$ cat config.mk
export PLATFORM = sky130hd
export DESIGN_NAME = sfr_map_and_page_extension
export DESIGN_NICKNAME = d
export VERILOG_FILES = /design/src/logic/sfr_ext_pkg.sv /design/src/logic/sfr_area_steer.sv /design/src/logic/page_store.sv /design/src/logic/sfr_map_and_page_extension.sv
export SDC_FILE = /design/constraint.sdc
export NUM_CORES = 1
export LEC_CHECK = 0
export ABC_CLOCK_PERIOD_IN_PS = 3300
export BUFFER_PORTS_ARGS = -buffer_cell sky130_fd_sc_hd__buf_2
export CAP_MARGIN = 10
export CORE_MARGIN = 2
export CORE_UTILIZATION = 45
export DETAILED_ROUTE_END_ITERATION = 10
export GPL_ROUTABILITY_DRIVEN = 0
export PLACE_DENSITY = 0.83
export SYNTH_ARGS = -nofsm -noshare
export SYNTH_HDL_FRONTEND = slang
export SYNTH_HIERARCHICAL = 1
export SYNTH_SLANG_ARGS = --single-unit
$ cat constraint.sdc
create_clock -name sys_clk_in -period 3.3 [get_ports sys_clk_in]
set_input_delay 0.495 -clock sys_clk_in [delete_from_list [all_inputs] [get_ports sys_clk_in]]
set_output_delay 0.495 -clock sys_clk_in [all_outputs]
set_load 0.02 [all_outputs]
$ cat src/logic/sfr_ext_pkg.sv
package sfr_ext_pkg;

  // Register bus geometry and byte offsets
  localparam int BUS_ADDR_W = 4;
  localparam int BUS_DATA_W = 32;
  localparam int BUS_BE_W = 4;
  localparam logic [BUS_ADDR_W-1:0] SYSCON_OFFSET = 4'h0;
  localparam logic [BUS_ADDR_W-1:0] PAGE_OFFSET = 4'h4;
  localparam logic [23:0] READ_PAD_ZERO = 24'h00_0000;

  // System control register layout
  localparam logic [7:0] SYSCON_RESET = 8'h04;
  localparam logic [7:0] SYSCON_READ_ONES = 8'h04;
  localparam logic [7:0] SYSCON_READ_ZEROS = 8'hEA;
  localparam int SYSCON_MAP_BIT = 0;
  localparam int SYSCON_ONE_BIT = 2;
  localparam int SYSCON_IMODE_BIT = 4;

  // Module page register layout
  localparam int PAGE_OP_LO = 6;
  localparam int PAGE_OP_W = 2;
  localparam int PAGE_SLOT_LO = 4;
  localparam int PAGE_SLOT_FIELD_W = 2;
  localparam int PAGE_RSVD_BIT = 3;
  localparam int PAGE_VALUE_LO = 0;
  localparam int PAGE_VALUE_FIELD_W = 3;
  localparam int DEFAULT_PAGE_W = 3;
  localparam int DEFAULT_SLOTS = 4;

  // Directly addressable function-register space
  localparam int SFR_SPACE = 256;
  localparam int SFR_ADDR_W = $clog2(SFR_SPACE);

  typedef enum logic [1:0]
  {
    OP_MANUAL_A = 2'h0,
    OP_MANUAL_B = 2'h1,
    OP_SAVE = 2'h2,
    OP_RESTORE = 2'h3
  } page_op_t;

  typedef enum logic
  {
    BUS_IDLE = 1'h0,
    BUS_ACK = 1'h1
  } bus_state_t;

endpackage : sfr_ext_pkg

$ cat src/logic/sfr_area_steer.sv
`timescale 1ns/1ps
module sfr_area_steer
  import sfr_ext_pkg::*;
(
  // Clock and reset
  input wire logic sys_clk_in,
  input wire logic sys_rst_in,
  // Core side
  input wire logic req_in,
  input wire logic [SFR_ADDR_W-1:0] addr_in,
  input wire logic map_in,
  // Area side
  output logic std_req_out,
  output logic map_req_out,
  output logic [SFR_ADDR_W-1:0] addr_out
);

  always_ff @(posedge sys_clk_in or posedge sys_rst_in)
  begin
    if (sys_rst_in)
    begin
      std_req_out <= 1'b0;
      map_req_out <= 1'b0;
    end
    else
    begin
      std_req_out <= req_in & ~map_in;
      map_req_out <= req_in & map_in;
    end
  end

  // Same eight address bits reach whichever area is chosen
  always_ff @(posedge sys_clk_in or posedge sys_rst_in)
  begin
    if (sys_rst_in)
      addr_out <= '0;
    else if (req_in)
      addr_out <= addr_in;
  end

endmodule : sfr_area_steer

$ cat src/logic/page_store.sv
`timescale 1ns/1ps
module page_store
  import sfr_ext_pkg::*;
#(
  parameter int PAGE_W = DEFAULT_PAGE_W,
  parameter int SLOTS = DEFAULT_SLOTS,
  parameter int SLOT_W = (SLOTS > 1) ? $clog2(SLOTS) : 1
)
(
  // Clock and reset
  input wire logic sys_clk_in,
  input wire logic sys_rst_in,
  // Write command
  input wire logic wr_in,
  input wire page_op_t op_in,
  input wire logic [SLOT_W-1:0] slot_in,
  input wire logic [PAGE_W-1:0] page_in,
  // Current page
  output logic [PAGE_W-1:0] page_out,
  output logic [SLOT_W-1:0] slot_out
);

  logic [PAGE_W-1:0] saved_page_slot [SLOTS];
  logic slot_ok;

  // Slot numbers past the last slot neither save nor restore
  assign slot_ok = (32'(slot_in) < SLOTS);

  always_ff @(posedge sys_clk_in or posedge sys_rst_in)
  begin
    if (sys_rst_in)
    begin
      page_out <= '0;
      slot_out <= '0;
    end
    else if (wr_in)
    begin
      slot_out <= slot_in;
      case (op_in)
        OP_MANUAL_A, OP_MANUAL_B: page_out <= page_in;
        OP_SAVE: page_out <= page_in;
        OP_RESTORE:
          if (slot_ok)
            page_out <= saved_page_slot[slot_in];
        default: page_out <= page_out;
      endcase
    end
  end

  genvar g;
  generate
    for (g = 0; g < SLOTS; g++)
    begin : g_slot
      always_ff @(posedge sys_clk_in or posedge sys_rst_in)
      begin
        if (sys_rst_in)
          saved_page_slot[g] <= '0;
        else if (wr_in && op_in == OP_SAVE && 32'(slot_in) == g)
          saved_page_slot[g] <= page_out;
      end
    end
  endgenerate

endmodule : page_store

$ cat src/logic/sfr_map_and_page_extension.sv
// Added by the designer: the register offsets and the Avalon-MM interface to the registers.
`timescale 1ns/1ps
module sfr_map_and_page_extension
  import sfr_ext_pkg::*;
#(
  parameter int PAGE_W = DEFAULT_PAGE_W,
  parameter int SLOTS = DEFAULT_SLOTS,
  parameter int SLOT_W = (SLOTS > 1) ? $clog2(SLOTS) : 1
)
(
  // Clock and reset
  input wire logic sys_clk_in,
  input wire logic sys_rst_in,
  // Avalon-MM register slave
  input wire logic [sfr_ext_pkg::BUS_ADDR_W-1:0] avs_address_in,
  input wire logic avs_read_in,
  input wire logic avs_write_in,
  input wire logic [sfr_ext_pkg::BUS_DATA_W-1:0] avs_writedata_in,
  input wire logic [sfr_ext_pkg::BUS_BE_W-1:0] avs_byteenable_in,
  output logic [sfr_ext_pkg::BUS_DATA_W-1:0] avs_readdata_out,
  output logic avs_waitrequest_out,
  // Core function-register access
  input wire logic core_req_in,
  input wire logic [sfr_ext_pkg::SFR_ADDR_W-1:0] core_addr_in,
  // Area steering
  output logic std_req_out,
  output logic map_req_out,
  output logic [sfr_ext_pkg::SFR_ADDR_W-1:0] sfr_addr_out,
  // Control state
  output logic map_select_out,
  output logic interrupt_mode_out,
  output logic [PAGE_W-1:0] page_out
);

  import sfr_ext_pkg::*;

  bus_state_t bus_state_reg;
  bus_state_t bus_state_next;
  logic bus_req;
  logic sel_syscon;
  logic sel_page;
  logic wr_take;
  logic rd_take;
  logic sfr_map_select_reg;
  logic imode_reg;
  logic [7:0] syscon_view;
  logic [7:0] page_view;
  logic [7:0] read_byte;
  logic [SLOT_W-1:0] slot_cur;
  logic page_wr;
  page_op_t page_operation;
  logic [SLOT_W-1:0] storage_slot_number;
  logic [PAGE_W-1:0] page_value_in;

  // Bus slave: one wait state on every access
  assign bus_req = avs_read_in | avs_write_in;
  assign sel_syscon = (avs_address_in == SYSCON_OFFSET);
  assign sel_page = (avs_address_in == PAGE_OFFSET);
  assign avs_waitrequest_out = bus_req & (bus_state_reg != BUS_ACK);
  assign wr_take = avs_write_in & (bus_state_reg == BUS_ACK);
  assign rd_take = avs_read_in & (bus_state_reg == BUS_ACK);

  always_comb
  begin
    bus_state_next = bus_state_reg;
    case (bus_state_reg)
      BUS_IDLE:
        if (bus_req)
          bus_state_next = BUS_ACK;
      BUS_ACK: bus_state_next = BUS_IDLE;
      default: bus_state_next = BUS_IDLE;
    endcase
  end

  always_ff @(posedge sys_clk_in or posedge sys_rst_in)
  begin
    if (sys_rst_in)
      bus_state_reg <= BUS_IDLE;
    else
      bus_state_reg <= bus_state_next;
  end

  // System control register; only the map and mode bits are stored
  always_ff @(posedge sys_clk_in or posedge sys_rst_in)
  begin
    if (sys_rst_in)
    begin
      sfr_map_select_reg <= SYSCON_RESET[SYSCON_MAP_BIT];
      imode_reg <= SYSCON_RESET[SYSCON_IMODE_BIT];
    end
    else if (wr_take && sel_syscon && avs_byteenable_in[0])
    begin
      sfr_map_select_reg <= avs_writedata_in[SYSCON_MAP_BIT];
      imode_reg <= avs_writedata_in[SYSCON_IMODE_BIT];
    end
  end

  // Fixed bits come from a constant, so writes cannot disturb them
  always_comb
  begin
    syscon_view = SYSCON_READ_ONES;
    syscon_view[SYSCON_MAP_BIT] = sfr_map_select_reg;
    syscon_view[SYSCON_IMODE_BIT] = imode_reg;
  end

  // Page register command fields
  assign page_wr = wr_take & sel_page & avs_byteenable_in[0];
  assign page_operation =
    page_op_t'(avs_writedata_in[PAGE_OP_LO +: PAGE_OP_W]);
  assign storage_slot_number = avs_writedata_in[PAGE_SLOT_LO +: SLOT_W];
  assign page_value_in = avs_writedata_in[PAGE_VALUE_LO +: PAGE_W];

  page_store #(
    .PAGE_W(PAGE_W),
    .SLOTS(SLOTS),
    .SLOT_W(SLOT_W)
  ) u_pages (
    .sys_clk_in(sys_clk_in),
    .sys_rst_in(sys_rst_in),
    .wr_in(page_wr),
    .op_in(page_operation),
    .slot_in(storage_slot_number),
    .page_in(page_value_in),
    .page_out(page_out),
    .slot_out(slot_cur)
  );

  // Operation bits are write-only and read back as zero
  always_comb
  begin
    page_view = 8'h00;
    page_view[PAGE_VALUE_LO +: PAGE_W] = page_out;
    page_view[PAGE_SLOT_LO +: SLOT_W] = slot_cur;
    page_view[PAGE_RSVD_BIT] = 1'b0;
  end

  always_comb
  begin
    read_byte = 8'h00;
    if (sel_syscon)
      read_byte = syscon_view;
    else if (sel_page)
      read_byte = page_view;
  end

  // Read data is captured in the wait cycle and stands at the ack edge
  always_ff @(posedge sys_clk_in or posedge sys_rst_in)
  begin
    if (sys_rst_in)
      avs_readdata_out <= '0;
    else if (avs_read_in && bus_state_reg == BUS_IDLE)
      avs_readdata_out <= {READ_PAD_ZERO, read_byte};
  end

  sfr_area_steer u_steer (
    .sys_clk_in(sys_clk_in),
    .sys_rst_in(sys_rst_in),
    .req_in(core_req_in),
    .addr_in(core_addr_in),
    .map_in(sfr_map_select_reg),
    .std_req_out(std_req_out),
    .map_req_out(map_req_out),
    .addr_out(sfr_addr_out)
  );

  assign map_select_out = sfr_map_select_reg;
  assign interrupt_mode_out = imode_reg;

  // A restore or a save elsewhere must leave every other slot alone
  genvar k;
  generate
    for (k = 0; k < SLOTS; k++)
    begin : g_slot_check

    end
  endgenerate
endmodule : sfr_map_and_page_extension

### Yosys cells after proc, flatten, opt, wreduce, memory -nomap -nowiden

Cells that the tools add are included.

* multiplexer cells: 8
* reductions and logical operators: 12
* bitwise operators: 10
* equality and inequality tests: 7
* magnitude comparators: 1

Operator list (number)
* 2-to-1 mux 6 bit: 2
* == test 2 bit (second input constant): 4
* logical AND 1 bit: 8
* bitwise AND 1 bit: 6
* binary-select mux 3 bit (select 2 bit): 1
* 2-to-1 mux 3 bit: 2
* case mux 3 bit (2 select lines): 1
* == test 2 x 1 -> 1 bit (second input constant): 2
* == test 4 x 3 -> 1 bit (second input constant): 1
* logical NOT 2 bit: 2
* logical NOT 4 bit: 1
* greater-or-equal comparator 3 bit (second input constant): 1
* NOT 2 -> 3 bit: 1
* OR reduction 3 bit: 1
* NOT 1 bit: 2
* case mux 1 bit (2 select lines): 1
* 2-to-1 mux 1 bit: 1
* bitwise OR 1 bit: 1

* register bits after elaboration: 38
* output and inout port bits: 48
* input bits: 53
* logic and storage cells: 51

### Logic depth before layout (Yosys ltp)

* word-level depth: 5
* mapped depth: 7
* depth with buffers taken out: 6

### By module

Netlist, hierarchy kept.

Modules (own cells, without submodules)
* page_store: cells each 60, seq. area each 425.4 µm², instances 1, area each 804.5 µm²
* sfr_map_and_page_extension: cells each 65, seq. area each 200.2 µm², instances 1, area each 586.8 µm²
* sfr_area_steer: cells each 22, seq. area each 250.2 µm², instances 1, area each 397.9 µm²

### Least setup slack after synthesis

Ideal clock, no wire load.

* kind: input to register
* from: in avs_address_in[3] in the netlist's numbering
* to: reg u_pages/saved_page_slot[6] in the netlist's numbering
* stages: 7
* arrival time: 1.683 ns
* data required time: 3.175 ns
* slack: 1.492 ns
* buffers on the path: 1
* setup time: 0.125 ns
* cells stage by stage: nor3_1 nand2_1 nor2_1 clkbuf_2 inv_1 nor3_2 mux2_2

* word-level cells in the longest chain between the ends: 5

Ends and longest elaborated chain
* start, declared: RTL line sfr_map_and_page_extension.sv:15 `input wire logic [sfr_ext_pkg::BUS_ADDR_W-1:0] avs_address_in,`
* == test 4 x 3 -> 1 bit: RTL line sfr_map_and_page_extension.sv:58 `assign sel_page = (avs_address_in == PAGE_OFFSET);`
* bitwise AND 1 bit (2 in a row): RTL line sfr_map_and_page_extension.sv:107 `assign page_wr = wr_take & sel_page & avs_byteenable_in[0];`
* named net page_wr: RTL line sfr_map_and_page_extension.sv:50 `logic page_wr;`
* logical AND 1 bit (2 in a row): RTL line page_store.sv:58 `else if (wr_in && op_in == OP_SAVE && 32'(slot_in) == g)`
* end signal, assigned by index: RTL line page_store.sv:59 `saved_page_slot[g] <= page_out;`
* end, declared: RTL line page_store.sv:23 `logic [PAGE_W-1:0] saved_page_slot [SLOTS];`

The timed path passes the listed nets, and every way through them passes these cells.
A chain may end at the register's enable or synchronous reset.

### Worst setup path after layout

* from: in avs_address_in[3] in the netlist's numbering
* to: reg u_pages/saved_page_slot[8] in the netlist's numbering

Same word-level chain as after synthesis.

==> results.md <==
- Worst R2R Setup Slack: around 1.3 ns
- # Post-CTS Setup Buffers: 0
- Synth Register Bits: 35
- Setup tns final: 0 ns
- Height of the die: roughly 67 um
- Post-cts repair resize count: 0
- Seq/Total Area, Yosys: 0.4895
- Inserted Clock Buffers: 5
- Largest stage delay on the critical path: between 0.4 and 0.5 ns
- Count of cell types in the netlist: 34
- Hold WC Path Type: input port to asynchronous set/reset pin
- Worst Setup EP: u_pages/saved_page_slot[8]$_DFFE_PP0P_
- RSZ-0062 raised after global routing: false
- CTS Sinks: 35
- FF-to-FF End: u_pages/saved_page_slot[8]$_DFFE_PP0P_
- Slew margin rel.: 0.5774
- Final Setup Violations: 0
- Iteration-0 DRC Markers: 33
- Vias in the first global route: 1081
- Met2 Track Usage GR: 0.2550
- Top flop regs: u_pages/saved_page_slot x12, u_steer/addr_out x8, avs_readdata_out x5
- Syn Std Cell Area: ~1800 um^2
- Compound-Gate Fraction of Synth Area: 0.05035
- R2R cell count: 5
- Fin crit period: 2.023 ns
- Global-route wire length before repair: a little over 5000 um
- Num ports: between 100 and 150
- Placeable Area: 3744 um^2
- CP Launch Point: avs_address_in[3]
- Deepest clock path buffer count: 2
- Initial antenna violation count: 0
- Synth warnings: 6
- DR vias: about 1200
- Clk_lat worst skew: just under 0.3 ns
- PwrDens: around 470 nW/um^2
- Crit end category: register
- Total wire length: about 3300 um
- Max reg flops: 12
- Post-synthesis mux area share: 0.2133
- Gate Count Post-Synth: 147
- Mean Syn Cell Area: 12.17 um^2
- Routed WL per cell: 13.44 um
- ANT nets after route: 0
- Vias per cell: about 4.8
- Max-Cap Viols: 0
- Startpoint types: input port
- Slowest stage cell on the critical path: nor2_1
- CP required: roughly 3.5 ns
- Die X: 67.06 um
- Tot GR Track Use: 0.1623
- Pre-antenna DRT Iters: 4
- Most frequent cells in the layout: 45 x buf_2, 35 x dfrtp_1, 27 x conb_1
- Least-Margin Pin Slew: roughly 0.63 ns
- Launch point of the worst reg-to-reg path: bus_state_reg$_DFF_PP0_
- P_leak: 1.079 nW
- Initial core utilization: 0.4779
- Synth Area in Adders: 0
- Commonest non-fill, non-tap cell in the layout: buf_2
- N_diodes: 0
- Simple-gate area share of the yosys netlist: 0.1007
- GRT met3 Usage: 0.04730
- Crit path cell chain: buf_2, nor3_1, nand2_1, nor2_1, inv_1, nor3_2, mux2_2
- Root Buffer: clkbuf_8
- P&R area growth vs syn: 12.59%
- Max Clock Freq: approximately 0.5 GHz
- IO buf count: 45
- Xor/xnor share of the synthesized area: 0
- Largest family of logic cells by synthesized area: multiplexers
- Non-filler cells, final: 242
- Biggest register: u_pages/saved_page_slot
- GR Layer Usage met1: 0.1889
- Placed cell count: about 230
- Clock-pin slew on the worst setup and hold paths: 0.06 ns
- Final period utilization: 0.6131
- DRC violations left: 0
- Final worst slack: about 1.3 ns
- Final Skew: 0.004012 ns
- Final HPWL DP: 2475 um
- FP Rows: 22
- Peak supply drop: between 0.2 and 0.3 mV
- Hold WS: 0.1493 ns
- Dpl ws: 0.9840 ns
- CP max FO: 8
- Largest net degree at the start of global routing: 18
- Outcome: finished, final reports clean
- CP Data Arrival Time: 2.20 ns
- Critical setup path kind: input port to register
- Max-slew violations: 0
- Filler instances: between 300 and 400
- H-Tree Depth: 2
- CTS tree: yes
- Die Area: roughly 4500 um^2
- Layout Nets: 246
- Busiest grt layer: met2
- GRT overflow: 0
- CTS Hold Bufs: 0
- Final hold violation count: 0
- Layout cell share with drive strength beyond 1: 0.3969
==> Yosys cell counts, drive strengths merged <==
library cell / n / share of area
inv: 5 / 0.010
a31oi: 2 / 0.0070
and2: 2 / 0.0070
nor2b: 3 / 0.010
and3b: 1 / 0.0049
mux4: 1 / 0.013
buf: 30 / 0.13
nand2b: 1 / 0.0035
nor3b: 1 / 0.0070
conb: 1 / 0.0021
a2bb2oi: 2 / 0.0098
nand3b: 2 / 0.0084
nor3: 3 / 0.017
dfrtp: 35 / 0.49
a22o: 2 / 0.0098
clkbuf: 2 / 0.0049
nand2: 9 / 0.019
o31ai: 3 / 0.013
or3: 1 / 0.0063
o21ai: 3 / 0.0084
nor2: 5 / 0.010
and3: 1 / 0.0035
mux2: 23 / 0.16
a21oi: 1 / 0.0028
mux2i: 7 / 0.039
nand3: 1 / 0.0028
==> cell families (layout without fill, tap and decap cells) <==
family	count (synthesis)	count (layout)
buffers and inverters	37	58
AOI/OAI and AO/OA	13	13
and+or+nand+nor	30	30
other	1	27
muxes	31	31
DFF	35	35
==> stage by stage <==
step / util / instance area [um^2] / power (mW)
4_1_cts: 0.5381 / 2014 / 0.9645
6_report: 0.5381 / 2014 / 0.9514
5_1_grt: 0.5381 / 2014 / 1.003
2_1_floorplan: - / 1887 / 0.6346
3_3_place_gp: 0.5164 / 1933 / 0.6647
3_5_place_dp: 0.5164 / 1933 / 0.6693
==> power breakdown <==
part	switching, mW	leakage, nW	total (mW)	internal, mW
Clock	0.143	0.0422	0.290	0.148
Sequential	0.0264	0.458	0.486	0.459
Combinational	0.111	0.579	0.175	0.0637
==> worst min-delay path by stage <==
stage                                                from                               to  cells after the start
final                                          sys_rst_in       map_select_out$_DFFE_PP0P_                      2
after global routing                           sys_rst_in       map_select_out$_DFFE_PP0P_                      2
after floorplan                                sys_rst_in  avs_readdata_out[0]$_DFFE_PP0P_                      1
after detailed placement  avs_readdata_out[0]$_DFFE_PP0P_  avs_readdata_out[0]$_DFFE_PP0P_                      2
after global placement    avs_readdata_out[2]$_DFFE_PP0P_  avs_readdata_out[2]$_DFFE_PP0P_                      2
after CTS                                      sys_rst_in          bus_state_reg$_DFF_PP0_                      2
==> critical path: cells and delay by family <==
kind                   cells  cell delay [ns]
buffers and inverters      2             0.30
multiplexers               1             0.37
AND/OR/NAND/NOR            4             1.02
==> layout make-up <==
| cell class | instances | area, um^2 | share of cell area |
|---|---|---|---|
| tap | 48 | 60.06 | 0.02981 |
| clock buffer | 7 | 76.32 | 0.03789 |
| clock inverter | 1 | 5.005 | 0.002484 |
| multi-input combinational | 101 | 753.2 | 0.3739 |
| timing repair buffer | 45 | 225.2 | 0.1118 |
| sequential | 35 | 875.8 | 0.4348 |
| inverter | 5 | 18.77 | 0.009317 |
==> per-layer routing <==
metal | up-vias | wire length [um]
met5 | - | 0
met4 | 0 | 96
met3 | 10 | 232
met2 | 51 | 1643
met1 | 551 | 1280
li1 | 539 | -
Power figures use the tool's default switching activity.
